**config.mk**
```make
export PLATFORM = sky130hd
export DESIGN_NAME = fault_auto_restart
export DESIGN_NICKNAME = d
export VERILOG_FILES = /design/src/restart_pkg.sv /design/src/fault_auto_restart.sv
export SDC_FILE = /design/constraint.sdc
export NUM_CORES = 1
export LEC_CHECK = 0
export BUFFER_PORTS_ARGS = -buffer_cell sky130_fd_sc_hd__buf_2
export CAP_MARGIN = 30
export CORE_UTILIZATION = 36
export DETAILED_ROUTE_END_ITERATION = 10
export GPL_TIMING_DRIVEN = 0
export HOLD_SLACK_MARGIN = 0.12
export SLEW_MARGIN = 20
export SYNTH_ARGS = -nofsm -noshare
export SYNTH_HDL_FRONTEND = slang
export SYNTH_SLANG_ARGS = --single-unit
export TNS_END_PERCENT = 100
```
**constraint.sdc**
```tcl
create_clock -name CLOCK -period 5 [get_ports CLOCK]
set_clock_uncertainty 0.15 [all_clocks]
set_input_delay 0.25 -clock CLOCK [delete_from_list [all_inputs] [get_ports CLOCK]]
set_output_delay 0.25 -clock CLOCK [all_outputs]
set_load 0.1 [all_outputs]
```
**src/restart_pkg.sv**
```systemverilog
// Package: constants and types for the automatic fault restart supervisor
package restart_pkg;

    // ----------------------------------------------------------------
    // Timing
    // ----------------------------------------------------------------
    localparam int unsigned CLK_HZ           = 200_000_000;
    localparam int unsigned CLEAN_RUN_MIN    = 10;                 // Minutes of clean run
    localparam longint unsigned CLEAN_RUN_CYC = 64'(CLEAN_RUN_MIN) * 64'd60 * 64'(CLK_HZ);
    localparam int unsigned TENTH_SEC_MS     = 100;                // Interval unit, ms
    localparam int unsigned TENTH_SEC_CYC    = TENTH_SEC_MS * (CLK_HZ / 1000);
    localparam logic [12:0] INTERVAL_DEFAULT = 13'h0064;           // 10.0 s in 0.1 s units
    localparam logic [12:0] INTERVAL_MIN     = 13'h0005;           // 0.5 s
    localparam logic [12:0] INTERVAL_MAX     = 13'h1770;           // 600.0 s

    // ----------------------------------------------------------------
    // Settings
    // ----------------------------------------------------------------
    localparam logic [3:0] LIMIT_MAX        = 4'hA;
    localparam logic [3:0] LIMIT_DEFAULT    = 4'h0;
    localparam logic [1:0] RIDE_THRU_SEL1   = 2'h1;
    localparam logic [1:0] RIDE_THRU_SEL2   = 2'h2;
    localparam logic [5:0] RESTART_OUT_CODE = 6'h1E;
    localparam int unsigned NUM_DOUT        = 3;

    // Latched fault causes
    typedef struct packed {
        logic ground_fault;
        logic output_open_phase;
        logic overcurrent_fault;
        logic drive_overheat;
        logic motor_overload;
        logic drive_overload;
        logic overtorque_one;
        logic overtorque_two;
        logic dc_bus_high_voltage_fault;
        logic input_phase_loss;
        logic braking_resistor_fault;
        logic braking_transistor_fault;
        logic dc_bus_undervoltage;
        logic other_fault;
    } fault_vec_t;

    // Software settings
    typedef struct packed {
        logic [3:0]  restart_limit;
        logic        retry_fault_output_sel;
        logic [12:0] retry_interval_time;
        logic        restart_count_mode;
        logic [1:0]  power_loss_ride_through_sel;
    } restart_cfg_t;

    typedef enum logic [2:0] {
        ST_IDLE   = 3'b000,
        ST_WAIT   = 3'b001,
        ST_DIAG   = 3'b010,
        ST_SEARCH = 3'b011,
        ST_RUN    = 3'b100,
        ST_LOCK   = 3'b101
    } state_t;

endpackage : restart_pkg

```
**src/fault_auto_restart.sv**
```systemverilog
// Automatic fault restart supervisor
`timescale 1ns/1ps
`default_nettype none

module fault_auto_restart #(
    parameter longint unsigned CLEAN_RUN_CYCLES = restart_pkg::CLEAN_RUN_CYC,
    parameter int unsigned     TENTH_CYCLES     = restart_pkg::TENTH_SEC_CYC
) (
    input  wire logic                                 CLOCK,
    input  wire logic                                 RST_N,
    input  wire restart_pkg::fault_vec_t              FAULT_LATCHED,
    input  wire logic                                 MANUAL_RESET,
    input  wire restart_pkg::restart_cfg_t            CFG,
    input  wire logic [restart_pkg::NUM_DOUT*6-1:0]   DOUT_FUNC_SEL,
    input  wire logic                                 DIAG_DONE,
    input  wire logic                                 DIAG_PASS,
    input  wire logic                                 SEARCH_DONE,
    output logic                                      DIAG_START,
    output logic                                      SEARCH_START,
    output logic                                      FAULT_OUT,
    output logic                                      RESTART_LOCKED,
    output logic [3:0]                                RESTART_COUNT,
    output logic [restart_pkg::NUM_DOUT-1:0]          DOUT_RESTART
);

    // ----------------------------------------------------------------
    // Input synchronisers
    // ----------------------------------------------------------------
    restart_pkg::fault_vec_t f_s1_q, f_s2_q;
    logic [3:0] c_s1_q, c_s2_q;      // manual reset, diag done/pass, search done
    always_ff @(posedge CLOCK) begin
        if (!RST_N) begin
            f_s1_q <= '0;
            f_s2_q <= '0;
            c_s1_q <= '0;
            c_s2_q <= '0;
        end else begin
            f_s1_q <= FAULT_LATCHED;
            f_s2_q <= f_s1_q;
            c_s1_q <= {MANUAL_RESET, DIAG_DONE, DIAG_PASS, SEARCH_DONE};
            c_s2_q <= c_s1_q;
        end
    end
    logic man_rst, diag_done, diag_pass, search_done;
    assign man_rst     = c_s2_q[3];
    assign diag_done   = c_s2_q[2];
    assign diag_pass   = c_s2_q[1];
    assign search_done = c_s2_q[0];

    // ----------------------------------------------------------------
    // Eligibility
    // ----------------------------------------------------------------
    logic uv_ok, any_fault, ineligible;
    restart_pkg::fault_vec_t f;
    assign f     = f_s2_q;
    assign uv_ok = (CFG.power_loss_ride_through_sel == restart_pkg::RIDE_THRU_SEL1) ||
                   (CFG.power_loss_ride_through_sel == restart_pkg::RIDE_THRU_SEL2);
    assign any_fault  = |f;
    assign ineligible = f.other_fault || (f.dc_bus_undervoltage && !uv_ok);

    // Limit clamped to legal range
    logic [3:0] limit;
    assign limit = (CFG.restart_limit > restart_pkg::LIMIT_MAX) ? restart_pkg::LIMIT_MAX
                                                                : CFG.restart_limit;
    logic [12:0] ivl;
    assign ivl = (CFG.retry_interval_time < restart_pkg::INTERVAL_MIN) ? restart_pkg::INTERVAL_MIN :
                 (CFG.retry_interval_time > restart_pkg::INTERVAL_MAX) ? restart_pkg::INTERVAL_MAX :
                 CFG.retry_interval_time;

    // ----------------------------------------------------------------
    // Sequencer
    // ----------------------------------------------------------------
    restart_pkg::state_t st_q, st_d;
    logic [3:0]  cnt_q, cnt_d;
    logic [31:0] tick_q, tick_d;
    logic [12:0] tenth_q, tenth_d;
    logic [37:0] clean_q, clean_d;
    logic        ds_q, ds_d, ss_q, ss_d, fo_q, fo_d, lk_q, lk_d;
    logic [restart_pkg::NUM_DOUT-1:0] dr_q, dr_d;
    logic        retrying;

    // Next-state and counter logic
    always_comb begin
        st_d    = st_q;
        cnt_d   = cnt_q;
        tick_d  = tick_q;
        tenth_d = tenth_q;
        clean_d = clean_q;
        ds_d    = 1'b0;
        ss_d    = 1'b0;
        case (st_q)
            restart_pkg::ST_IDLE: begin
                if (any_fault) begin
                    if (ineligible || cnt_q >= limit) begin
                        st_d = restart_pkg::ST_LOCK;
                    end else if (CFG.restart_count_mode) begin
                        st_d    = restart_pkg::ST_WAIT;
                        tick_d  = '0;
                        tenth_d = '0;
                    end else begin
                        st_d = restart_pkg::ST_DIAG;
                        ds_d = 1'b1;
                    end
                end
            end
            restart_pkg::ST_WAIT: begin
                if (tick_q >= 32'(TENTH_CYCLES - 1)) begin
                    tick_d  = '0;
                    tenth_d = 13'(tenth_q + 13'h0001);
                end else begin
                    tick_d = 32'(tick_q + 32'h0000_0001);
                end
                if (tenth_q >= ivl) begin
                    st_d  = restart_pkg::ST_DIAG;
                    ds_d  = 1'b1;
                    cnt_d = (cnt_q < restart_pkg::LIMIT_MAX) ? 4'(cnt_q + 4'h1) : cnt_q;
                end
            end
            restart_pkg::ST_DIAG: begin
                if (diag_done) begin
                    if (diag_pass && !any_fault) begin
                        st_d = restart_pkg::ST_SEARCH;
                        ss_d = 1'b1;
                    end else if (!CFG.restart_count_mode) begin
                        ds_d = 1'b1;                                      // Failed check, retry at once
                    end else if (cnt_q >= limit) begin
                        st_d = restart_pkg::ST_LOCK;                      // Attempts used up
                    end else begin
                        st_d    = restart_pkg::ST_WAIT;                   // Next attempt after interval
                        tick_d  = '0;
                        tenth_d = '0;
                    end
                end
            end
            restart_pkg::ST_SEARCH: begin
                if (any_fault) begin
                    st_d = restart_pkg::ST_IDLE;
                end else if (search_done) begin
                    st_d    = restart_pkg::ST_RUN;
                    clean_d = '0;
                    if (!CFG.restart_count_mode && cnt_q < restart_pkg::LIMIT_MAX) begin
                        cnt_d = 4'(cnt_q + 4'h1);
                    end
                end
            end
            restart_pkg::ST_RUN: begin
                if (any_fault) begin
                    st_d = restart_pkg::ST_IDLE;
                end else if (clean_q >= 38'(CLEAN_RUN_CYCLES - 1)) begin
                    cnt_d = '0;
                    st_d  = restart_pkg::ST_IDLE;
                end else begin
                    clean_d = 38'(clean_q + 38'h1);
                end
            end
            restart_pkg::ST_LOCK: begin
                st_d = restart_pkg::ST_LOCK;
            end
            default: st_d = restart_pkg::ST_IDLE;
        endcase
        if (man_rst) begin
            st_d  = restart_pkg::ST_IDLE;
            cnt_d = '0;
        end
    end

    // Outputs derived from next state
    assign retrying = (st_d == restart_pkg::ST_WAIT) || (st_d == restart_pkg::ST_DIAG) ||
                      (st_d == restart_pkg::ST_SEARCH);
    always_comb begin
        lk_d = (st_d == restart_pkg::ST_LOCK);
        fo_d = lk_d || (retrying && CFG.retry_fault_output_sel);
        for (int i = 0; i < restart_pkg::NUM_DOUT; i++) begin
            dr_d[i] = retrying && (DOUT_FUNC_SEL[i*6 +: 6] == restart_pkg::RESTART_OUT_CODE);
        end
    end

    // State registers; power-on reset clears the counter
    always_ff @(posedge CLOCK) begin
        if (!RST_N) begin
            st_q    <= restart_pkg::ST_IDLE;
            cnt_q   <= '0;
            tick_q  <= '0;
            tenth_q <= '0;
            clean_q <= '0;
            ds_q    <= 1'b0;
            ss_q    <= 1'b0;
            fo_q    <= 1'b0;
            lk_q    <= 1'b0;
            dr_q    <= '0;
        end else begin
            st_q    <= st_d;
            cnt_q   <= cnt_d;
            tick_q  <= tick_d;
            tenth_q <= tenth_d;
            clean_q <= clean_d;
            ds_q    <= ds_d;
            ss_q    <= ss_d;
            fo_q    <= fo_d;
            lk_q    <= lk_d;
            dr_q    <= dr_d;
        end
    end

    assign DIAG_START     = ds_q;
    assign SEARCH_START   = ss_q;
    assign FAULT_OUT      = fo_q;
    assign RESTART_LOCKED = lk_q;
    assign RESTART_COUNT  = cnt_q;
    assign DOUT_RESTART   = dr_q;

    // ----------------------------------------------------------------
    // Assertions
    // ----------------------------------------------------------------
    counter_cap_a: assert property (@(posedge CLOCK) disable iff (!RST_N)
        cnt_q <= restart_pkg::LIMIT_MAX) else $error("restart counter past limit");
    manual_clear_a: assert property (@(posedge CLOCK) disable iff (!RST_N)
        man_rst |=> cnt_q == 4'h0 && st_q == restart_pkg::ST_IDLE)
        else $error("manual reset did not clear");
    lock_hold_a: assert property (@(posedge CLOCK) disable iff (!RST_N)
        (st_q == restart_pkg::ST_LOCK && !man_rst) |=> st_q == restart_pkg::ST_LOCK)
        else $error("lock left without reset");
    zero_limit_a: assert property (@(posedge CLOCK) disable iff (!RST_N)
        (st_q == restart_pkg::ST_IDLE && any_fault && limit == 4'h0 && !man_rst) |=> st_q == restart_pkg::ST_LOCK)
        else $error("restart with zero limit");
    uv_block_a: assert property (@(posedge CLOCK) disable iff (!RST_N)
        (st_q == restart_pkg::ST_IDLE && f.dc_bus_undervoltage && !uv_ok && !man_rst)
        |=> st_q == restart_pkg::ST_LOCK)
        else $error("undervoltage restart without ride-through");
    other_block_a: assert property (@(posedge CLOCK) disable iff (!RST_N)
        (st_q == restart_pkg::ST_IDLE && f.other_fault && !man_rst) |=> st_q == restart_pkg::ST_LOCK)
        else $error("ineligible fault restarted");
    diag_gate_a: assert property (@(posedge CLOCK) disable iff (!RST_N)
        SEARCH_START |-> $past(st_q) == restart_pkg::ST_DIAG && $past(diag_done) && $past(diag_pass))
        else $error("search without passed check");
    mode0_direct_a: assert property (@(posedge CLOCK) disable iff (!RST_N)
        (st_q == restart_pkg::ST_IDLE && any_fault && !ineligible && cnt_q < limit &&
         !CFG.restart_count_mode && !man_rst)
        |=> st_q == restart_pkg::ST_DIAG && DIAG_START) else $error("mode 0 did not retry at once");
    diag_retry_a: assert property (@(posedge CLOCK) disable iff (!RST_N)
        (st_q == restart_pkg::ST_DIAG && diag_done && !(diag_pass && !any_fault) &&
         !CFG.restart_count_mode && !man_rst)
        |=> st_q == restart_pkg::ST_DIAG && DIAG_START) else $error("no retry after failed check");
    mode1_count_a: assert property (@(posedge CLOCK) disable iff (!RST_N)
        (st_q == restart_pkg::ST_WAIT && st_d == restart_pkg::ST_DIAG && cnt_q < restart_pkg::LIMIT_MAX && !man_rst)
        |=> cnt_q == $past(cnt_q) + 4'h1) else $error("attempt not counted");
    wait_interval_a: assert property (@(posedge CLOCK) disable iff (!RST_N)
        (st_q == restart_pkg::ST_WAIT && tenth_q < ivl && !man_rst) |=> st_q == restart_pkg::ST_WAIT)
        else $error("attempt before interval");
    fault_sel_a: assert property (@(posedge CLOCK) disable iff (!RST_N)
        (st_q == restart_pkg::ST_DIAG && st_d == restart_pkg::ST_DIAG)
        |=> FAULT_OUT == $past(CFG.retry_fault_output_sel))
        else $error("fault output wrong while retrying");
    restart_ind_a: assert property (@(posedge CLOCK) disable iff (!RST_N)
        (st_q == restart_pkg::ST_LOCK) |-> DOUT_RESTART == '0) else $error("indication while locked");
    clean_clear_a: assert property (@(posedge CLOCK) disable iff (!RST_N)
        (st_q == restart_pkg::ST_RUN && !any_fault && !man_rst && clean_q >= 38'(CLEAN_RUN_CYCLES - 1))
        |=> cnt_q == 4'h0) else $error("counter not cleared after clean run");

    // Main scenarios
    retry_pass_c: cover property (@(posedge CLOCK) disable iff (!RST_N)
        st_q == restart_pkg::ST_SEARCH ##1 st_q == restart_pkg::ST_RUN);
    lock_c:       cover property (@(posedge CLOCK) disable iff (!RST_N)
        st_q == restart_pkg::ST_IDLE ##1 st_q == restart_pkg::ST_LOCK);
    wait_c:       cover property (@(posedge CLOCK) disable iff (!RST_N)
        st_q == restart_pkg::ST_WAIT ##1 st_q == restart_pkg::ST_DIAG);
    retry_fail_c: cover property (@(posedge CLOCK) disable iff (!RST_N)
        (st_q == restart_pkg::ST_DIAG && diag_done && !diag_pass) ##1 DIAG_START);

endmodule : fault_auto_restart

`default_nettype wire

```
==> impl_results.md <==
- Status: completed
- Most numerous cell in the Yosys netlist: dfxtp_1
- Fillers: 1,753
- Die Wd: 137 um
- Total power: roughly 2.7 mW
- CTS sink count: between 100 and 150
- Insertion delay to the later sink of the worst-skew pair: 0.42 ns
- Worst-path clk slew: 0.06 ns
- Syn Nets: 843
- Die Y: roughly 140 um
- Clock root buffer: clkbuf_16
- Worst hold path class: primary input to register
- Cell row count: between 40 and 50
- Setup Viol. Count Final: 0
- Dpl hpwl: 11,100 um
- WHS Endpoint: DIAG_START
- DRT iter0 DRCs: 430
- Post-layout min period: 3.56 ns
- Post_cts resized: 0
- Crit path from: CFG[6]
- Layout cells sized above 1: 0.137
- Post CTS Setup Buffer Count: 0
- CTS tree: built
- Largest net degree at the start of global routing: 17
- H-Tree Depth: 4
- Die footprint: between 15,000 and 20,000 um^2
- Initial Util: 0.373
- Yosys top cell by area: dfxtp_1
- Hold path cells: 3
- IR Drop Worst-Case VDD: 0.000242 V
- Synth warn: 0
- Asr flop ratio synth: 0
- Routed wire length: around 15,000 um
- DR WL/cell: between 10 and 15 um
- Power per cell area: about 340 nW/um^2
- Area grow syn2layout: 21.9%
- WS Path Type: primary input to register
- Vias: 5,804
- Register area share after synthesis: 0.407
- Top cells by area, synth: dfxtp_1, nor2_1, and2_1, xnor2_1, ha_1
- Relative slew slack: 0.473
- Max_cap viols: 0
- Drt pass-1 iters: 5
- CP Launch Type: primary input
- Max Fclk: 281 MHz
- Crit-path max FO: 8
- Syn Inst Count: between 700 and 800
- Period utilisation layout: 0.712
- Port buffer count: 68
- Vias in the first global route: 5,347
- Clock Path Buffers: 2
- Post-route ant nets: 0
- Synth cell types: 57
- Share of the synthesized area in the top cell type: 0.407
- Hold Path Origin: CFG[2]
- Arr. time, crit path: 3.69 ns
- RSZ-0062 raised after global routing: false
- Worst-margin pin slew: 0.791 ns
- Via/cell ratio: 5.21
- Leakage power: between 2 and 3 nW
- Final Hold Viols: 0
- Avg Inst Size Synth: 8.57 um^2
- Gr usage total: 0.172
- RR Endpoint: tick_q[11]
- Crit. End Element: register
- Worst Path Required: 5.12 ns
- Hold_buf cts: 25
- R2R Setup Slk: 1.55 ns
- Reg2reg path depth: 10
- Commonest cells in the netlist: dfxtp_1, nor2_1, nand2_1
- Nets: 956
- Cts bufs inserted: 17
- Core Footprint: 17,500 um^2
- Final slew viol count: 0
- Dominant synthesized flop cell: dfxtp_1
- Drc violations: 0
- First-pass GRT wire length: ~25,000 um
- Gpl congestion: slightly above 0.8
- Grt ovf: 0
- Initial antenna violation count: 0
- Boundary Pins: 70
- Yosys reg bits: 133
- Worst r2r src: RESTART_COUNT[0]
- Sum Neg Setup Slack: 0 ns
- EDFF count, synth: 0
- Final hold slack: 0.171 ns
- Ant diodes: 0
- Netlist Area Pre-Place: 6540 um^2
[sequential cells by signal, summed over array words and instances, names as in the netlist]
| register | flops |
|---|---|
| clean_q | 38 |
| tick_q | 32 |
| f | 14 |
| f_s1_q | 14 |
| tenth_q | 13 |
| RESTART_COUNT | 4 |
| c_s1_q | 4 |
| c_s2_q | 4 |
| DOUT_RESTART | 3 |
| st_q | 3 |
| DIAG_START | 1 |
| FAULT_OUT | 1 |
| RESTART_LOCKED | 1 |
| SEARCH_START | 1 |
[area by class of cell]
| cell class | instances | area (um^2) | share of cell area |
|---|---|---|---|
| multi-input combinational | 586 | 3700 | 0.464 |
| clock inverter | 13 | 116 | 0.0146 |
| timing repair buffer | 94 | 596 | 0.0747 |
| clock buffer | 18 | 439 | 0.0551 |
| inverter | 15 | 56.3 | 0.00706 |
| sequential | 133 | 2660 | 0.334 |
| buffer | 29 | 125 | 0.0157 |
| tap | 225 | 282 | 0.0353 |
[worst max-delay path: stages]
cell      delay (ns)
buf_2           0.11
or4_1           0.52
a41oi_1         0.23
nor2_1          0.07
o21ai_1         0.34
a21boi_0        0.17
ha_1            0.32
a21o_1          0.11
a31oi_1         0.04
o31ai_1         0.33
o22ai_1         0.22
nand4b_1        0.24
nor3_1          0.59
o31ai_1         0.16
[metal layers]
layer  share of wire  track usage
met1            0.50        0.234
met2            0.44        0.272
met3           0.043       0.0319
met4           0.017       0.0623
met5               0            0
[power breakdown]
group          switching (mW)  leakage, nW  total, mW  internal, mW
logic                   0.294         1.64      0.426         0.132
registers              0.0156         1.08       1.10          1.09
clock network           0.514        0.269       1.18         0.662
[cell usage in the layout, fill, tap and decap left out, types with 7 or more instances in the layout]
master,netlist,layout
o21ai_0,21,21
clkbuf_1,22,22
and2_1,47,47
ha_1,21,21
a21o_1,9,9
xor2_1,19,19
and4_1,7,7
a31oi_1,9,9
inv_1,15,15
a211oi_2,8,8
nor4_1,12,12
nor3_1,16,16
nor2_1,89,89
xnor2_1,32,32
nand2b_1,7,7
buf_2,1,70
or3_1,14,14
nand3_1,40,40
nand2_1,61,61
nand4_1,33,33
clkbuf_16,0,17
dlygate4sd3_1,0,25
and3_1,20,20
dfxtp_1,133,133
a21oi_1,41,41
[stage by stage]
step	util	setup WS, ns	instances	instance area (um^2)
after floorplan	-	1.50	763	6540
after global placement	0.408	0.989	1056	7160
after detailed placement	0.408	0.996	1056	7160
after CTS	0.454	1.42	1112	7970
after global routing	0.455	1.10	1113	7970
final	0.455	1.44	1113	7970
[kinds of logic (layout without fill, tap and decap cells)]
| kind of cell | count (synthesis) | in the layout | share of synthesized area |
|---|---|---|---|
| XOR/XNOR | 51 | 51 | 0.0683 |
| multiplexers | 5 | 5 | 0.00765 |
| adder cells (fa/ha/maj) | 21 | 21 | 0.0402 |
| AND/OR/NAND/NOR | 370 | 370 | 0.294 |
| flip-flops | 133 | 133 | 0.407 |
| AO/OA/AOI/OAI | 139 | 139 | 0.155 |
| buffers and inverters | 44 | 169 | 0.0277 |
[worst max-delay path by stage]
stage / endpoint / slack, ns / depth (start not counted)
floorplan: tenth_q[6] / 1.50 / 9
global placement: FAULT_OUT / 0.99 / 14
detailed placement: FAULT_OUT / 1.0 / 14
CTS: FAULT_OUT / 1.42 / 14
global route: FAULT_OUT / 1.10 / 14
finish: FAULT_OUT / 1.44 / 14
(Power assumes the default switching activity.)
